<file path="src/ddts_defines.svh">
// Constants for the current-test loop sequencer
`ifndef DDTS_DEFINES_SVH
`define DDTS_DEFINES_SVH
`define DDTS_BIN_W 4
`define DDTS_NUM_BINS 4'ha
`define DDTS_CNT_W 8
`define DDTS_BANK_W 3
`define DDTS_ADDR_W 16
`define DDTS_LAST_BANK 3'h7
`define DDTS_DESEL_PAIR 2'h2
`define DDTS_HALF_ONE 1'h1
`define DDTS_HIGH_NIBBLE 4'hf
`define DDTS_ADDR_HI_LSB 7
`define DDTS_ADDR_MID_LSB 3
`define DDTS_ADDR_LO_W 3
`define DDTS_MR0_BT_BIT 3
`define DDTS_MR0_BL8 2'h0
`define DDTS_MR1_RTT_NOM 3'h3
`define DDTS_MR1_RON 2'h0
`define DDTS_MR1_TERM_STROBE_OFF 1'h0
`define DDTS_MR1_OUTPUT_OFF_SET 1'h1
`define DDTS_MR1_AL0 2'h0
`define DDTS_MR2_RTT_WR 2'h2
`define DDTS_MR2_SELFREF_TEMP_OFF 1'h0
`define DDTS_SEL_ACT 2'h0
`define DDTS_SEL_PRE 2'h1
`define DDTS_SEL_DESEL 2'h2
`define DDTS_SEL_DESEL_INV 2'h3
`define DDTS_BIN0_TIMING '{8'h05, 8'h14, 8'h0f, 8'h05}
`define DDTS_BIN1_TIMING '{8'h06, 8'h15, 8'h0f, 8'h06}
`define DDTS_BIN2_TIMING '{8'h07, 8'h1b, 8'h14, 8'h07}
`define DDTS_BIN3_TIMING '{8'h08, 8'h1c, 8'h14, 8'h08}
`define DDTS_BIN4_TIMING '{8'h09, 8'h21, 8'h18, 8'h09}
`define DDTS_BIN5_TIMING '{8'h0a, 8'h22, 8'h18, 8'h0a}
`define DDTS_BIN6_TIMING '{8'h0a, 8'h26, 8'h1c, 8'h0a}
`define DDTS_BIN7_TIMING '{8'h0b, 8'h27, 8'h1c, 8'h0b}
`define DDTS_BIN8_TIMING '{8'h0d, 8'h2d, 8'h20, 8'h0d}
`define DDTS_BIN9_TIMING '{8'h0e, 8'h32, 8'h24, 8'h0e}
`endif

</file>
<file path="src/ddts_pkg.sv">
// Types for the current-test loop sequencer
package ddts_pkg;
  typedef enum logic [1:0] {ST_IDLE, ST_RUN, ST_DONE} ddts_state_e;
  typedef struct packed {
    logic cs_n;
    logic ras_n;
    logic cas_n;
    logic we_n;
  } ddts_cmd_s;
  typedef struct packed {
    logic [7:0] rcd;
    logic [7:0] rc;
    logic [7:0] ras;
    logic [7:0] rp;
  } ddts_timing_s;
  typedef struct packed {
    logic [1:0] burst_len;
    logic burst_type;
    logic [1:0] additive_lat;
    logic [2:0] rtt_nom;
    logic [1:0] drive;
    logic termination_strobe_fn;
    logic output_buffer_off;
    logic [1:0] rtt_wr;
    logic auto_selfrefresh_temp;
  } ddts_mode_s;
endpackage : ddts_pkg

</file>
<file path="src/ddts_timing_rom.sv">
// Speed-bin timing table in clock cycles
`include "ddts_defines.svh"
module ddts_timing_rom (
  // Clock and reset
  input wire logic clk,
  input wire logic reset,
  // Bin select
  input wire logic [3:0] bin,
  // Looked-up timing
  output ddts_pkg::ddts_timing_s timing
);
  function automatic ddts_pkg::ddts_timing_s lookup(input logic [3:0] b);
    ddts_pkg::ddts_timing_s t;
    t = `DDTS_BIN0_TIMING;
    case (b)
      4'h0: t = `DDTS_BIN0_TIMING;
      4'h1: t = `DDTS_BIN1_TIMING;
      4'h2: t = `DDTS_BIN2_TIMING;
      4'h3: t = `DDTS_BIN3_TIMING;
      4'h4: t = `DDTS_BIN4_TIMING;
      4'h5: t = `DDTS_BIN5_TIMING;
      4'h6: t = `DDTS_BIN6_TIMING;
      4'h7: t = `DDTS_BIN7_TIMING;
      4'h8: t = `DDTS_BIN8_TIMING;
      4'h9: t = `DDTS_BIN9_TIMING;
      default: t = `DDTS_BIN0_TIMING;
    endcase
    return t;
  endfunction : lookup

  // Registered so the sequencer sees a stable table
  always_ff @(posedge clk)
  begin
    if (reset)
      timing <= lookup(4'h0);
    else
      timing <= lookup(bin);
  end
endmodule : ddts_timing_rom

</file>
<file path="src/ddts_seq.sv">
// Per-bank activate/precharge current-test loop sequencer
// What this block does
// - Program fixed eight-beat bursts for all loops.
// - Program additive latency zero for all loops.
// - Clear mode register 0 bit 3 for nibble sequential ordering.
// - Flag when the full pattern has run at least once.
// - Leave termination strobe function disabled in mode register 1.
// - Keep automatic self-refresh temperature off.
// - Enable nominal and write termination in mode registers 1 and 2.
// - Start loops only after memory initialization is complete.
// - Use per-bin activate-to-precharge and row cycle counts.
// - Four-activate, activate spacing, refresh counts are not in the table.
`include "ddts_defines.svh"
module ddts_seq (
  // Clock and reset
  input wire logic clk,
  input wire logic reset,
  // User control
  input wire logic start,
  input wire logic stop,
  input wire logic init_done,
  input wire logic [3:0] speed_bin,
  // User status
  output logic busy,
  output logic pattern_done,
  output ddts_pkg::ddts_mode_s mode_cfg,
  // Memory command pins
  output logic ck_en,
  output logic odt,
  output ddts_pkg::ddts_cmd_s cmd,
  output logic [2:0] bank,
  output logic [15:0] addr
);
  ddts_pkg::ddts_state_e state;
  ddts_pkg::ddts_timing_s timing;
  logic [7:0] cyc;
  logic half;
  logic [2:0] sub;
  logic [1:0] dsel;
  logic [3:0] bin_sel;

  // Bin frozen while running; a mid-loop change would skew the counts
  always_ff @(posedge clk)
  begin
    if (reset)
      bin_sel <= '0;
    else if (state == ddts_pkg::ST_IDLE)
      bin_sel <= speed_bin;
  end

  ddts_timing_rom u_rom (
    .clk(clk),
    .reset(reset),
    .bin(bin_sel),
    .timing(timing)
  );

  // Pin encodings of the four commands the loop uses
  function automatic ddts_pkg::ddts_cmd_s enc(input logic [1:0] k);
    ddts_pkg::ddts_cmd_s c;
    case (k)
      `DDTS_SEL_ACT: c = '{1'b0, 1'b0, 1'b1, 1'b1};
      `DDTS_SEL_PRE: c = '{1'b0, 1'b0, 1'b1, 1'b0};
      `DDTS_SEL_DESEL: c = '{1'b1, 1'b0, 1'b0, 1'b0};
      default: c = '{1'b1, 1'b1, 1'b1, 1'b1};
    endcase
    return c;
  endfunction : enc

  // Slot of a running cycle: activate, precharge or one of the deselects
  function automatic logic [1:0] pick(input logic [7:0] c,
                                      input logic [7:0] act_len,
                                      input logic [1:0] ph);
    logic [1:0] k;
    if (c == '0)
      k = `DDTS_SEL_ACT;
    else if (c == act_len)
      k = `DDTS_SEL_PRE;
    else if (ph < `DDTS_DESEL_PAIR)
      k = `DDTS_SEL_DESEL;
    else
      k = `DDTS_SEL_DESEL_INV;
    return k;
  endfunction : pick

  // Last cycle of a half sub-loop
  function automatic logic slot_end(input logic [7:0] c,
                                    input logic [7:0] n);
    return c == n - 8'h01;
  endfunction : slot_end

  // Start is taken only once the memory reports itself initialised
  always_ff @(posedge clk)
  begin
    if (reset)
      state <= ddts_pkg::ST_IDLE;
    else
      case (state)
        ddts_pkg::ST_IDLE:
          if (start && init_done)
            state <= ddts_pkg::ST_RUN;
        ddts_pkg::ST_RUN:
          if (stop)
            state <= ddts_pkg::ST_IDLE;
        default:
          state <= ddts_pkg::ST_IDLE;
      endcase
  end

  // Cycle, half and bank counters; loop repeats until stopped
  always_ff @(posedge clk)
  begin
    if (reset || state != ddts_pkg::ST_RUN)
    begin
      cyc <= '0;
      half <= 1'b0;
      sub <= '0;
    end
    else if (slot_end(cyc, timing.rc))
    begin
      cyc <= '0;
      half <= ~half;
      if (half == `DDTS_HALF_ONE)
        sub <= sub + 3'h1;
    end
    else
      cyc <= cyc + 8'h01;
  end

  // Sticky until the next start seen in idle, even one held off by init_done
  always_ff @(posedge clk)
  begin
    if (reset)
      pattern_done <= 1'b0;
    else if (state == ddts_pkg::ST_IDLE && start)
      pattern_done <= 1'b0;
    else if (state == ddts_pkg::ST_RUN && sub == `DDTS_LAST_BANK
             && half == `DDTS_HALF_ONE && slot_end(cyc, timing.rc))
      pattern_done <= 1'b1;
  end

  // Deselect pair phase: two D then two D#
  always_ff @(posedge clk)
  begin
    if (reset || cyc == '0)
      dsel <= '0;
    else
      dsel <= dsel + 2'h1;
  end

  // Command pins; deselect whenever the loop is not running
  always_ff @(posedge clk)
  begin
    if (reset || state != ddts_pkg::ST_RUN)
      cmd <= enc(`DDTS_SEL_DESEL);
    else
      cmd <= enc(pick(cyc, timing.ras, dsel));
  end

  // Bank and row address follow the sub-loop and its half
  always_ff @(posedge clk)
  begin
    if (reset || state != ddts_pkg::ST_RUN)
    begin
      bank <= '0;
      addr <= '0;
    end
    else
    begin
      bank <= sub;
      addr <= '0;
      addr[`DDTS_ADDR_HI_LSB-1:`DDTS_ADDR_MID_LSB] <=
        half ? `DDTS_HIGH_NIBBLE : 4'h0;
    end
  end

  // Clock enable static high once out of reset
  always_ff @(posedge clk)
  begin
    if (reset)
      ck_en <= 1'b0;
    else
      ck_en <= 1'b1;
  end

  // Termination input is never used by the loop
  always_ff @(posedge clk)
  begin
    odt <= 1'b0;
  end

  // Busy trails the state by one edge, in step with the first activate
  always_ff @(posedge clk)
  begin
    if (reset)
      busy <= 1'b0;
    else
      busy <= state == ddts_pkg::ST_RUN;
  end

  // Mode values the controller must write before the loop
  always_ff @(posedge clk)
  begin
    if (reset)
      mode_cfg <= '0;
    else
    begin
      mode_cfg.burst_len <= `DDTS_MR0_BL8;
      mode_cfg.burst_type <= 1'b0;
      mode_cfg.additive_lat <= `DDTS_MR1_AL0;
      mode_cfg.rtt_nom <= `DDTS_MR1_RTT_NOM;
      mode_cfg.drive <= `DDTS_MR1_RON;
      mode_cfg.termination_strobe_fn <= `DDTS_MR1_TERM_STROBE_OFF;
      mode_cfg.output_buffer_off <= `DDTS_MR1_OUTPUT_OFF_SET;
      mode_cfg.rtt_wr <= `DDTS_MR2_RTT_WR;
      mode_cfg.auto_selfrefresh_temp <= `DDTS_MR2_SELFREF_TEMP_OFF;
    end
  end
endmodule : ddts_seq

</file>
<file path="config.mk">
export PLATFORM = sky130hd
export DESIGN_NAME = ddts_seq
export DESIGN_NICKNAME = d
export VERILOG_FILES = /design/src/ddts_pkg.sv /design/src/ddts_timing_rom.sv /design/src/ddts_seq.sv
export VERILOG_INCLUDE_DIRS = /design/src /design/src/src
export SDC_FILE = /design/constraint.sdc
export NUM_CORES = 1
export LEC_CHECK = 0
export ABC_AREA = 1
export BUFFER_PORTS_ARGS = -buffer_cell sky130_fd_sc_hd__buf_2
export CAP_MARGIN = 15
export CORE_MARGIN = 2
export CORE_UTILIZATION = 58
export DETAILED_ROUTE_END_ITERATION = 7
export PLACE_DENSITY = 0.85
export SETUP_SLACK_MARGIN = 0.2
export SLEW_MARGIN = 20
export SYNTH_ARGS = -nofsm -noshare
export SYNTH_HDL_FRONTEND = slang
export SYNTH_SLANG_ARGS = --single-unit
</file>
<file path="constraint.sdc">
create_clock -name clk -period 2.5 [get_ports clk]
set_clock_uncertainty 0.1 [all_clocks]
set_input_delay 0.5 -clock clk [delete_from_list [all_inputs] [get_ports clk]]
set_output_delay 0.5 -clock clk [all_outputs]
set_load 0.01 [all_outputs]
</file>
==> run summary, run 1 <==
The run finished with clean final reports. The deepest clock path buffer count was 2; the synthesized-area fraction occupied by ao, oa, aoi and oai cells was 7.37%. Setup repair after global routing left no endpoint under its margin. By area, the combinational part of the netlist is dominated by simple AND/OR/NAND/NOR gates. Walking the worst path, the cells encountered are inv_1 > ha_1 > xnor2_1 > nor2_1 > nand2_1 > nor2_2 > nand2_2 > nor2_2 > nand3_1 > nand2_1 > nor2_1. The multiplexer fraction of the synthesized cell area was 0%.

The first routing iteration left 91 violations. Clock-pin slew was measured on the worst setup and hold paths at 80 ps. Of the total power, the clock network draws 31.3%.

The run gives 63.7% as the post-route core utilization. The number of failing hold endpoints at the final stage was 0; the total of flip-flops plus latches after synthesis was 41. The floorplan step defined a die boundary enclosing 4370 um2.

Global routing used 20.8% of the available tracks across all layers. The detailed-route wire length was 4120 um. The endpoint of the worst hold path is state[0]. The routed layout has 1811 vias.

The later-pin clock latency in the skew report came out at 290 ps. Dividing the synthesized area by the synthesized cell count gives 7.39 um2. The tools report the post-CTS setup repair buffer count as 0.

The tools report the remaining global-route overflow as 0. The run gives 0.936 mW as the cell internal power dissipation. Counting every instance in the synthesized netlist gives 303.

The worst hold path was traced through 2 stages. Of the cells placed in the final design, the portion with a size suffix greater than 1 is 16.0%. Counting cells, the worst reg-to-reg path comes to 11. The xor/xnor share of the synthesized area is 4.30%, and the clock period minus worst slack is 1880 ps.

The tree built by TritonCTS fans out to 41 sinks. For the count of placed standard cells including taps, the log shows 366. The analysis attributes to net switching a power of 0.362 mW. The number of hold-repair buffers added at the cts stage is 0.

The port buffer count was 26. Once detail routing completed, the nets flagged for antenna violations numbered 0. Data on the critical path arrives at its endpoint at 1970 ps. The count of cell types in the netlist is 32, and the number of rows created at floorplan is 22.

The tools report the maximum achievable frequency as 0.532 GHz. Summing the areas of all and, or, nand and nor instances in the mapped netlist gives 28.3% of the synthesized area. The capture instance of the worst register-to-register path was sub[0]. Summing the areas of all fa, ha and maj instances in the mapped netlist gives 5.59% of the synthesized area. Data on the critical path is required at its endpoint by 2580 ps. The slew at the pin closest to its max-slew limit was 495 ps. The number of slew-limit violations in the final report was 0; the number of buffer and inverter instances along the worst setup path was 1.

The maximum number of pins on one net before global-route repair is 13, and the switching part of the total is 27.9%. For this design the ratio of total power to cell area is 552 nW/um2. The overall power is 1.30 mW, and the post-detailed-route via-to-cell ratio is 4.84. From bottom edge to top edge, the die measures 66.1 um. The class of the most critical setup path was flip-flop to flip-flop. The tightest slew margin relative to the limit was 66.7%; the number of ports placed on the die boundary was 51. Routability-driven placement finished with a final weighted congestion of 0.863. The average wire per standard cell works out to 11.0 um. The logs give 60.7% for the initial core utilization and 374 for the non-filler instance count after layout.

Across the run, the number of max-cap violations was 0. Of all nets on the critical path, the largest fanout is 3. In the final design database the tool counted 344 nets. Gates resized during post-CTS repair numbered 0.

Summed over all cells, the static leakage comes to 1.16 nW. The post-route clock period utilization came out at 75.3%. Summing the sequential cell areas from Yosys gives 36.6% of the chip area. The largest single stage delay on the critical path is 370 ps. 0 antenna diodes ended up in the layout.

The initial antenna violation count is 0. The first global-routing pass estimated 6890 um of wire. After detailed routing, the number of remaining DRC violations is 0. CTS built an H-tree with a depth of 2. The beginning of the worst register-to-register path is u_rom.timing[16].

For this run, the number of Yosys warnings is 0. In this run the worst hold path is classified as primary input to flip-flop. The kind of cell with the highest combined delay on the critical path is simple AND/OR/NAND/NOR gates. Registers are responsible for 54.3% of the overall power. For the internal reg-to-reg setup slack, the log shows 620 ps. The critical path endpoint category was a flip-flop. The area growth from synthesis to layout is 4.97%. Adding up every negative setup slack in the final design gives 0 ps. Startpoint of the worst hold path: stop. The tree is rooted in a sky130_fd_sc_hd__clkbuf_8.

TritonCTS built the clock tree. Measured along the x axis, the die boundary spans 66.1 um. STA classifies the critical path startpoint as a flip-flop. The number of global-route vias before repair came out at 1678.

Library cell contributing the largest single delay on the critical path: sky130_fd_sc_hd__dfxtp_1. Buffers inserted during clock tree synthesis total 5. Setup violations remaining at the end of the flow were counted as 0.

Once detailed placement completed, the half-perimeter wirelength came to 3280 um. IR analysis of the VDD net gives a maximum drop of 0.398 mV. The pre-antenna-repair detailed-routing pass consisted of 4 iterations. The region available for standard cell placement spans 3690 um2.

The share of total power dissipated in combinational logic is 14.4%. The mapped netlist covers 2240 um2. In this run the number of cells on the critical path is 11.
-- sequential cells by signal, summed over array words and instances, names as in the netlist --
signal        count
u_rom.timing     11
cyc               8
bin_sel           4
cmd               4
bank              3
sub               3
dsel              2
addr              1
busy              1
half              1
mode_cfg          1
pattern_done      1
state             1
-- cells by family (layout without fill, tap and decap cells) --
family / Yosys count / in the layout
xor gates and xnor gates: 11 / 11
buffers and inverters: 73 / 73
adders and majority gates: 10 / 10
and+or+nand+nor: 138 / 138
DFF: 41 / 41
other: 1 / 24
AOI/OAI and AO/OA: 29 / 29
-- cell usage in the layout, fill, tap and decap left out --
| cell | count |
|---|---|
| sky130_fd_sc_hd__o21ai_4 | 1 |
| sky130_fd_sc_hd__o21ai_0 | 15 |
| sky130_fd_sc_hd__a31oi_1 | 1 |
| sky130_fd_sc_hd__nor2_2 | 4 |
| sky130_fd_sc_hd__a21oi_1 | 7 |
| sky130_fd_sc_hd__clkbuf_1 | 1 |
| sky130_fd_sc_hd__o21ai_1 | 1 |
| sky130_fd_sc_hd__nand3_1 | 19 |
| sky130_fd_sc_hd__conb_1 | 24 |
| sky130_fd_sc_hd__dfxtp_1 | 41 |
| sky130_fd_sc_hd__clkinv_1 | 1 |
| sky130_fd_sc_hd__nand2_1 | 51 |
| sky130_fd_sc_hd__o22ai_1 | 2 |
| sky130_fd_sc_hd__nor3_1 | 3 |
| sky130_fd_sc_hd__nand2_2 | 5 |
| sky130_fd_sc_hd__nor4_2 | 1 |
| sky130_fd_sc_hd__xnor2_1 | 3 |
| sky130_fd_sc_hd__nor3b_2 | 1 |
| sky130_fd_sc_hd__xor2_1 | 8 |
| sky130_fd_sc_hd__nand4_1 | 3 |
| sky130_fd_sc_hd__nand3_2 | 1 |
| sky130_fd_sc_hd__nor2_4 | 2 |
| sky130_fd_sc_hd__a211oi_1 | 1 |
| sky130_fd_sc_hd__nor2_1 | 44 |
| sky130_fd_sc_hd__nand3b_1 | 2 |
| sky130_fd_sc_hd__clkinv_2 | 2 |
| sky130_fd_sc_hd__ha_1 | 10 |
| sky130_fd_sc_hd__buf_2 | 26 |
| sky130_fd_sc_hd__nor3_2 | 2 |
| sky130_fd_sc_hd__inv_1 | 36 |
| sky130_fd_sc_hd__inv_2 | 2 |
| sky130_fd_sc_hd__clkbuf_8 | 5 |
| sky130_fd_sc_hd__o31ai_1 | 1 |
-- metrics by stage --
| step | setup WS (ps) | area, um2 | hold slack [ps] |
|---|---|---|---|
| after global routing | 394 | 2350 | 298 |
| final | 619 | 2350 | 296 |
| after detailed placement | 629 | 2270 | 350 |
| after global placement | 656 | 2270 | 336 |
| after CTS | 614 | 2350 | 288 |
| after floorplan | 760 | 2330 | 319 |
-- per-layer routing --
layer | GRT usage, % | vias to the layer above | share of wire (%) | wire (um)
li1 | - | 938 | - | -
met4 | 8.67 | 0 | 1.7 | 71
met3 | 4.60 | 8 | 5.1 | 208
met1 | 23.5 | 815 | 45 | 1830
met5 | 0 | - | 0 | 0
met2 | 37.3 | 50 | 49 | 2000
-- power groups by stage --
stage               combinational [mW]  sequential (mW)  clock, mW
floorplan                        0.182            0.713          0
global placement                 0.182            0.718          0
detailed placement               0.186            0.720          0
CTS                              0.187            0.704      0.416
global route                     0.216            0.709      0.437
finish                           0.187            0.705      0.406
-- cells in the mapped netlist, drive strengths merged --
library cell	count	area share, %
nand3b	2	0.67
clkbuf	1	0.22
dfxtp	41	37
nor3b	1	0.56
o31ai	1	0.34
ha	10	5.6
o22ai	2	0.56
buf	33	11
xor2	8	3.1
a211oi	1	0.34
o21ai	17	4.3
a21oi	7	1.6
a31oi	1	0.28
conb	1	0.17
nor4	1	0.56
inv	38	6.4
nand2	56	9.9
xnor2	3	1.2
nand4	3	0.84
nand3	20	4.7
clkinv	1	0.17
nor3	5	1.6
nor2	50	9.5
-- how the worst max path moves through the flow --
stage,from,end
2_1_floorplan,u_rom.timing[16],cyc[4]
3_3_place_gp,cyc[0],cmd[0]
3_5_place_dp,u_rom.timing[16],cyc[4]
4_1_cts,cyc[0],cmd[0]
5_1_grt,u_rom.timing[16],sub[2]
6_report,u_rom.timing[16],sub[0]
-- cell type report --
| class | instances | area, um2 |
|---|---|---|
| fill | 342 | 1340 |
| clock inverter | 2 | 10.0 |
| timing repair buffer | 26 | 130 |
| clock buffer | 6 | 72.6 |
| inverter | 39 | 146 |
| multi-input combinational | 212 | 1110 |
| sequential | 41 | 821 |
| tap | 48 | 60.1 |
-- worst register-to-register path: stages (launching register included) --
cell and delay [ps]:
sky130_fd_sc_hd__dfxtp_1 370, sky130_fd_sc_hd__inv_1 90, sky130_fd_sc_hd__ha_1 330, sky130_fd_sc_hd__xnor2_1 130
sky130_fd_sc_hd__nor2_1 130, sky130_fd_sc_hd__nand2_1 80, sky130_fd_sc_hd__nor2_2 120, sky130_fd_sc_hd__nand2_2 80
sky130_fd_sc_hd__nor2_2 120, sky130_fd_sc_hd__nand3_1 90, sky130_fd_sc_hd__nand2_1 80, sky130_fd_sc_hd__nor2_1 40
Note: power is estimated with default switching activity, not from simulation.
==> inputs of run 2 (changes only) <==
- CORE_UTILIZATION: 58 -> 48
- PLACE_DENSITY: 0.85 -> 0.75
- clock period: 2.5 -> 1.65 ns (I/O delays scaled with it)
==> run summary, run 2 (same netlist as run 1, synthesis figures left out) <==
The flow ran to the end, but the final reports show violations. The final reports fail on negative setup slack. For this block, the routed nets add up to 4610 um of wire. Number of rows created at floorplan: 24.

The tools report the leakage component of the power as 1.33 nW. The register with the most flip-flops in the layout has 11 of them. The tools report the total setup violations reported at the end of the flow as 9. The first global-routing pass estimated 7390 um of wire.

The floorplan step set the die width to 72.3 um. Summing all flip-flop and latch instances after layout gives 845 um2. The area overhead of the layout relative to synthesis is 21.7%. The maximum achievable frequency was 0.572 GHz. Setup repair after global routing could not meet its margin everywhere.

The largest registers in the layout are u_rom.timing (11), cyc (8). The proportion of layout cells with a drive suffix above 1 is 33.7%, and the average wire per standard cell is 11.6 um. The logs give -99.2 ps for the final setup slack of the worst path and 0 for the number of slew-limit violations in the final report. The number of failing hold endpoints at the final stage was 0.

Across every metal layer, demand over resource in global routing totals 18.2%. The number of ports placed on the die boundary was 51; the data required time of the worst path was 1720 ps. For the deepest clock path buffer count, the log shows 2. The number of global-route vias before repair was 1729; the count of placed standard cells including taps was 386.

STA classifies the critical path endpoint as a flip-flop. The top register by number of flip-flops is u_rom.timing. The run gives 0 as the initial antenna violation count. The multi-input combinational cells in the finished layout cover a total of 1250 um2. In this run the clock root is driven by a sky130_fd_sc_hd__clkbuf_8.

Counting I/O delays and the setup requirement, the final critical path takes 1750 ps. The detailed router finished its first iteration with 83 violations. Leaving out fill and tap cells, the most frequent cell in the layout is sky130_fd_sc_hd__nand2_1. For the maximum number of pins on one net before global-route repair, the log shows 14. The port buffer count works out to 26.

The total overflow left after global routing is 0. The tightest min-delay check is of the primary input to flip-flop type. The number of H-tree levels is 2, and the post-route core utilization is 61.8%. The maximum net fanout on the critical path works out to 8. The TritonCTS buffer count was 5.

The logs give 290 ps for the later-pin clock latency in the skew report and 1820 ps for the arrival time at the worst endpoint. The clock net in this run drives a total of 41 sinks. The worst setup path is launched from a flip-flop. IR analysis of the VDD net gives a maximum drop of 0.621 mV. The die covers 5230 um2.

The number of vias in the routed layout came out at 1873. The net count of the finished layout was 365. For this configuration, the core starts out at a cell density of 50.7%. Weighted congestion reported at the end of routability-driven placement: 0.917. The die is 72.3 um tall.

The run gives 0 as the post-detailed-route DRC marker count. TritonCTS built the clock tree. Placed wire-length estimate: 3440 um. After clock tree synthesis, the clock-pin slew on the worst setup and hold paths is 80 ps. The post-detailed-route via-to-cell ratio came out at 4.69.

The class of the most critical setup path was flip-flop to flip-flop. The library cells used most frequently in the layout, excluding fill and tap cells, are sky130_fd_sc_hd__nand2_1 (43), sky130_fd_sc_hd__nor2_1 (38), sky130_fd_sc_hd__dfxtp_1 (30). The run gives 369 as the number of fill cells in the layout.

Prior to clock tree synthesis, the placed netlist has a worst setup slack of -50.7 ps. The tools report the post-route antenna net violation count as 0. In this run the standard cell core region covers 4410 um2.

After layout, the worst path uses 106% of the clock period. After the flow finishes, the layout carries non-filler instances totaling 399. The run gives 0 as the final antenna diode count. The number of violations of the max-capacitance limit was 0; the count of TritonRoute iterations in the first routing pass was 4.

For this design the ratio of total power to cell area is 817 nW/um2.
## run 2: changes by cell type in the layout (fill, tap and decap cells not counted), moves of 7 or more
cell                      before  now
sky130_fd_sc_hd__buf_4         0   16
sky130_fd_sc_hd__dfxtp_1      41   30
sky130_fd_sc_hd__dfxtp_2       0    7
sky130_fd_sc_hd__inv_1        36   27
sky130_fd_sc_hd__inv_2         2   10
sky130_fd_sc_hd__nand2_1      51   43
## run 2: critical path, cell delays in order (launching register included)
cell	delay, ps
sky130_fd_sc_hd__dfxtp_2	330
sky130_fd_sc_hd__inv_2	80
sky130_fd_sc_hd__ha_4	180
sky130_fd_sc_hd__nand2_1	70
sky130_fd_sc_hd__nand2_2	70
sky130_fd_sc_hd__nand2_1	70
sky130_fd_sc_hd__nand2_2	80
sky130_fd_sc_hd__inv_1	50
sky130_fd_sc_hd__nor2_2	120
sky130_fd_sc_hd__nand2_2	100
sky130_fd_sc_hd__o21ai_4	310
sky130_fd_sc_hd__nor2_1	80
## run 2: what timing repair did
action / CTS / global route
setup buffers: 3 / 2
resized for setup: 21 / 29
pin swaps: 21 / 10
endpoints found under the setup margin: 16 / 18
hold buffers: 0 / 0
## run 2: final cells by class
cell class / instances / share of cell area, %
clock buffer: 6 / 2.66
multi-input combinational: 212 / 45.8
clock inverter: 2 / 1.42
inverter: 39 / 5.46
timing repair buffer: 47 / 11.2
sequential: 41 / 31.0
tap: 52 / 2.39
## run 2: metal layers
metal / track usage, % / wire length, um / vias up / part of all wire, %
met5: 0 / 0 / - / 0
met1: 21.1 / 1850 / 808 / 40
met2: 32.8 / 2360 / 65 / 51
met3: 3.61 / 263 / 18 / 5.7
met4: 6.92 / 136 / 0 / 3.0
li1: - / - / 982 / -
## run 2: path summary, 6_finish.rpt
path | slack, ps | cells past startpoint | startpoint | to
worst max-delay path | -100 | 11 | u_rom.timing[16] | cyc[5]
worst min-delay path | 120 | 2 | stop | state[0]
worst max register to register | -100 | 11 | u_rom.timing[16] | cyc[5]
worst min register to register | 350 | 1 | cyc[0] | cyc[0]
## run 2: stage by stage
step | instance area [um2] | total power, mW | hold slack [ps] | TNS (ps)
floorplan | 2380 | 1.37 | 307 | 0
global placement | 2440 | 1.40 | 328 | -9.49
detailed placement | 2440 | 1.41 | 342 | -375
CTS | 2620 | 2.21 | 106 | -294
global route | 2730 | 2.34 | 134 | -2340
finish | 2730 | 2.23 | 118 | -666
## run 2: where the power goes
| part | internal [mW] | switching, mW | total, mW |
|---|---|---|---|
| Combinational | 0.146 | 0.224 | 0.370 |
| Clock | 0.454 | 0.338 | 0.792 |
| Sequential | 1.03 | 0.0394 | 1.07 |
| Total | 1.63 | 0.601 | 2.23 |
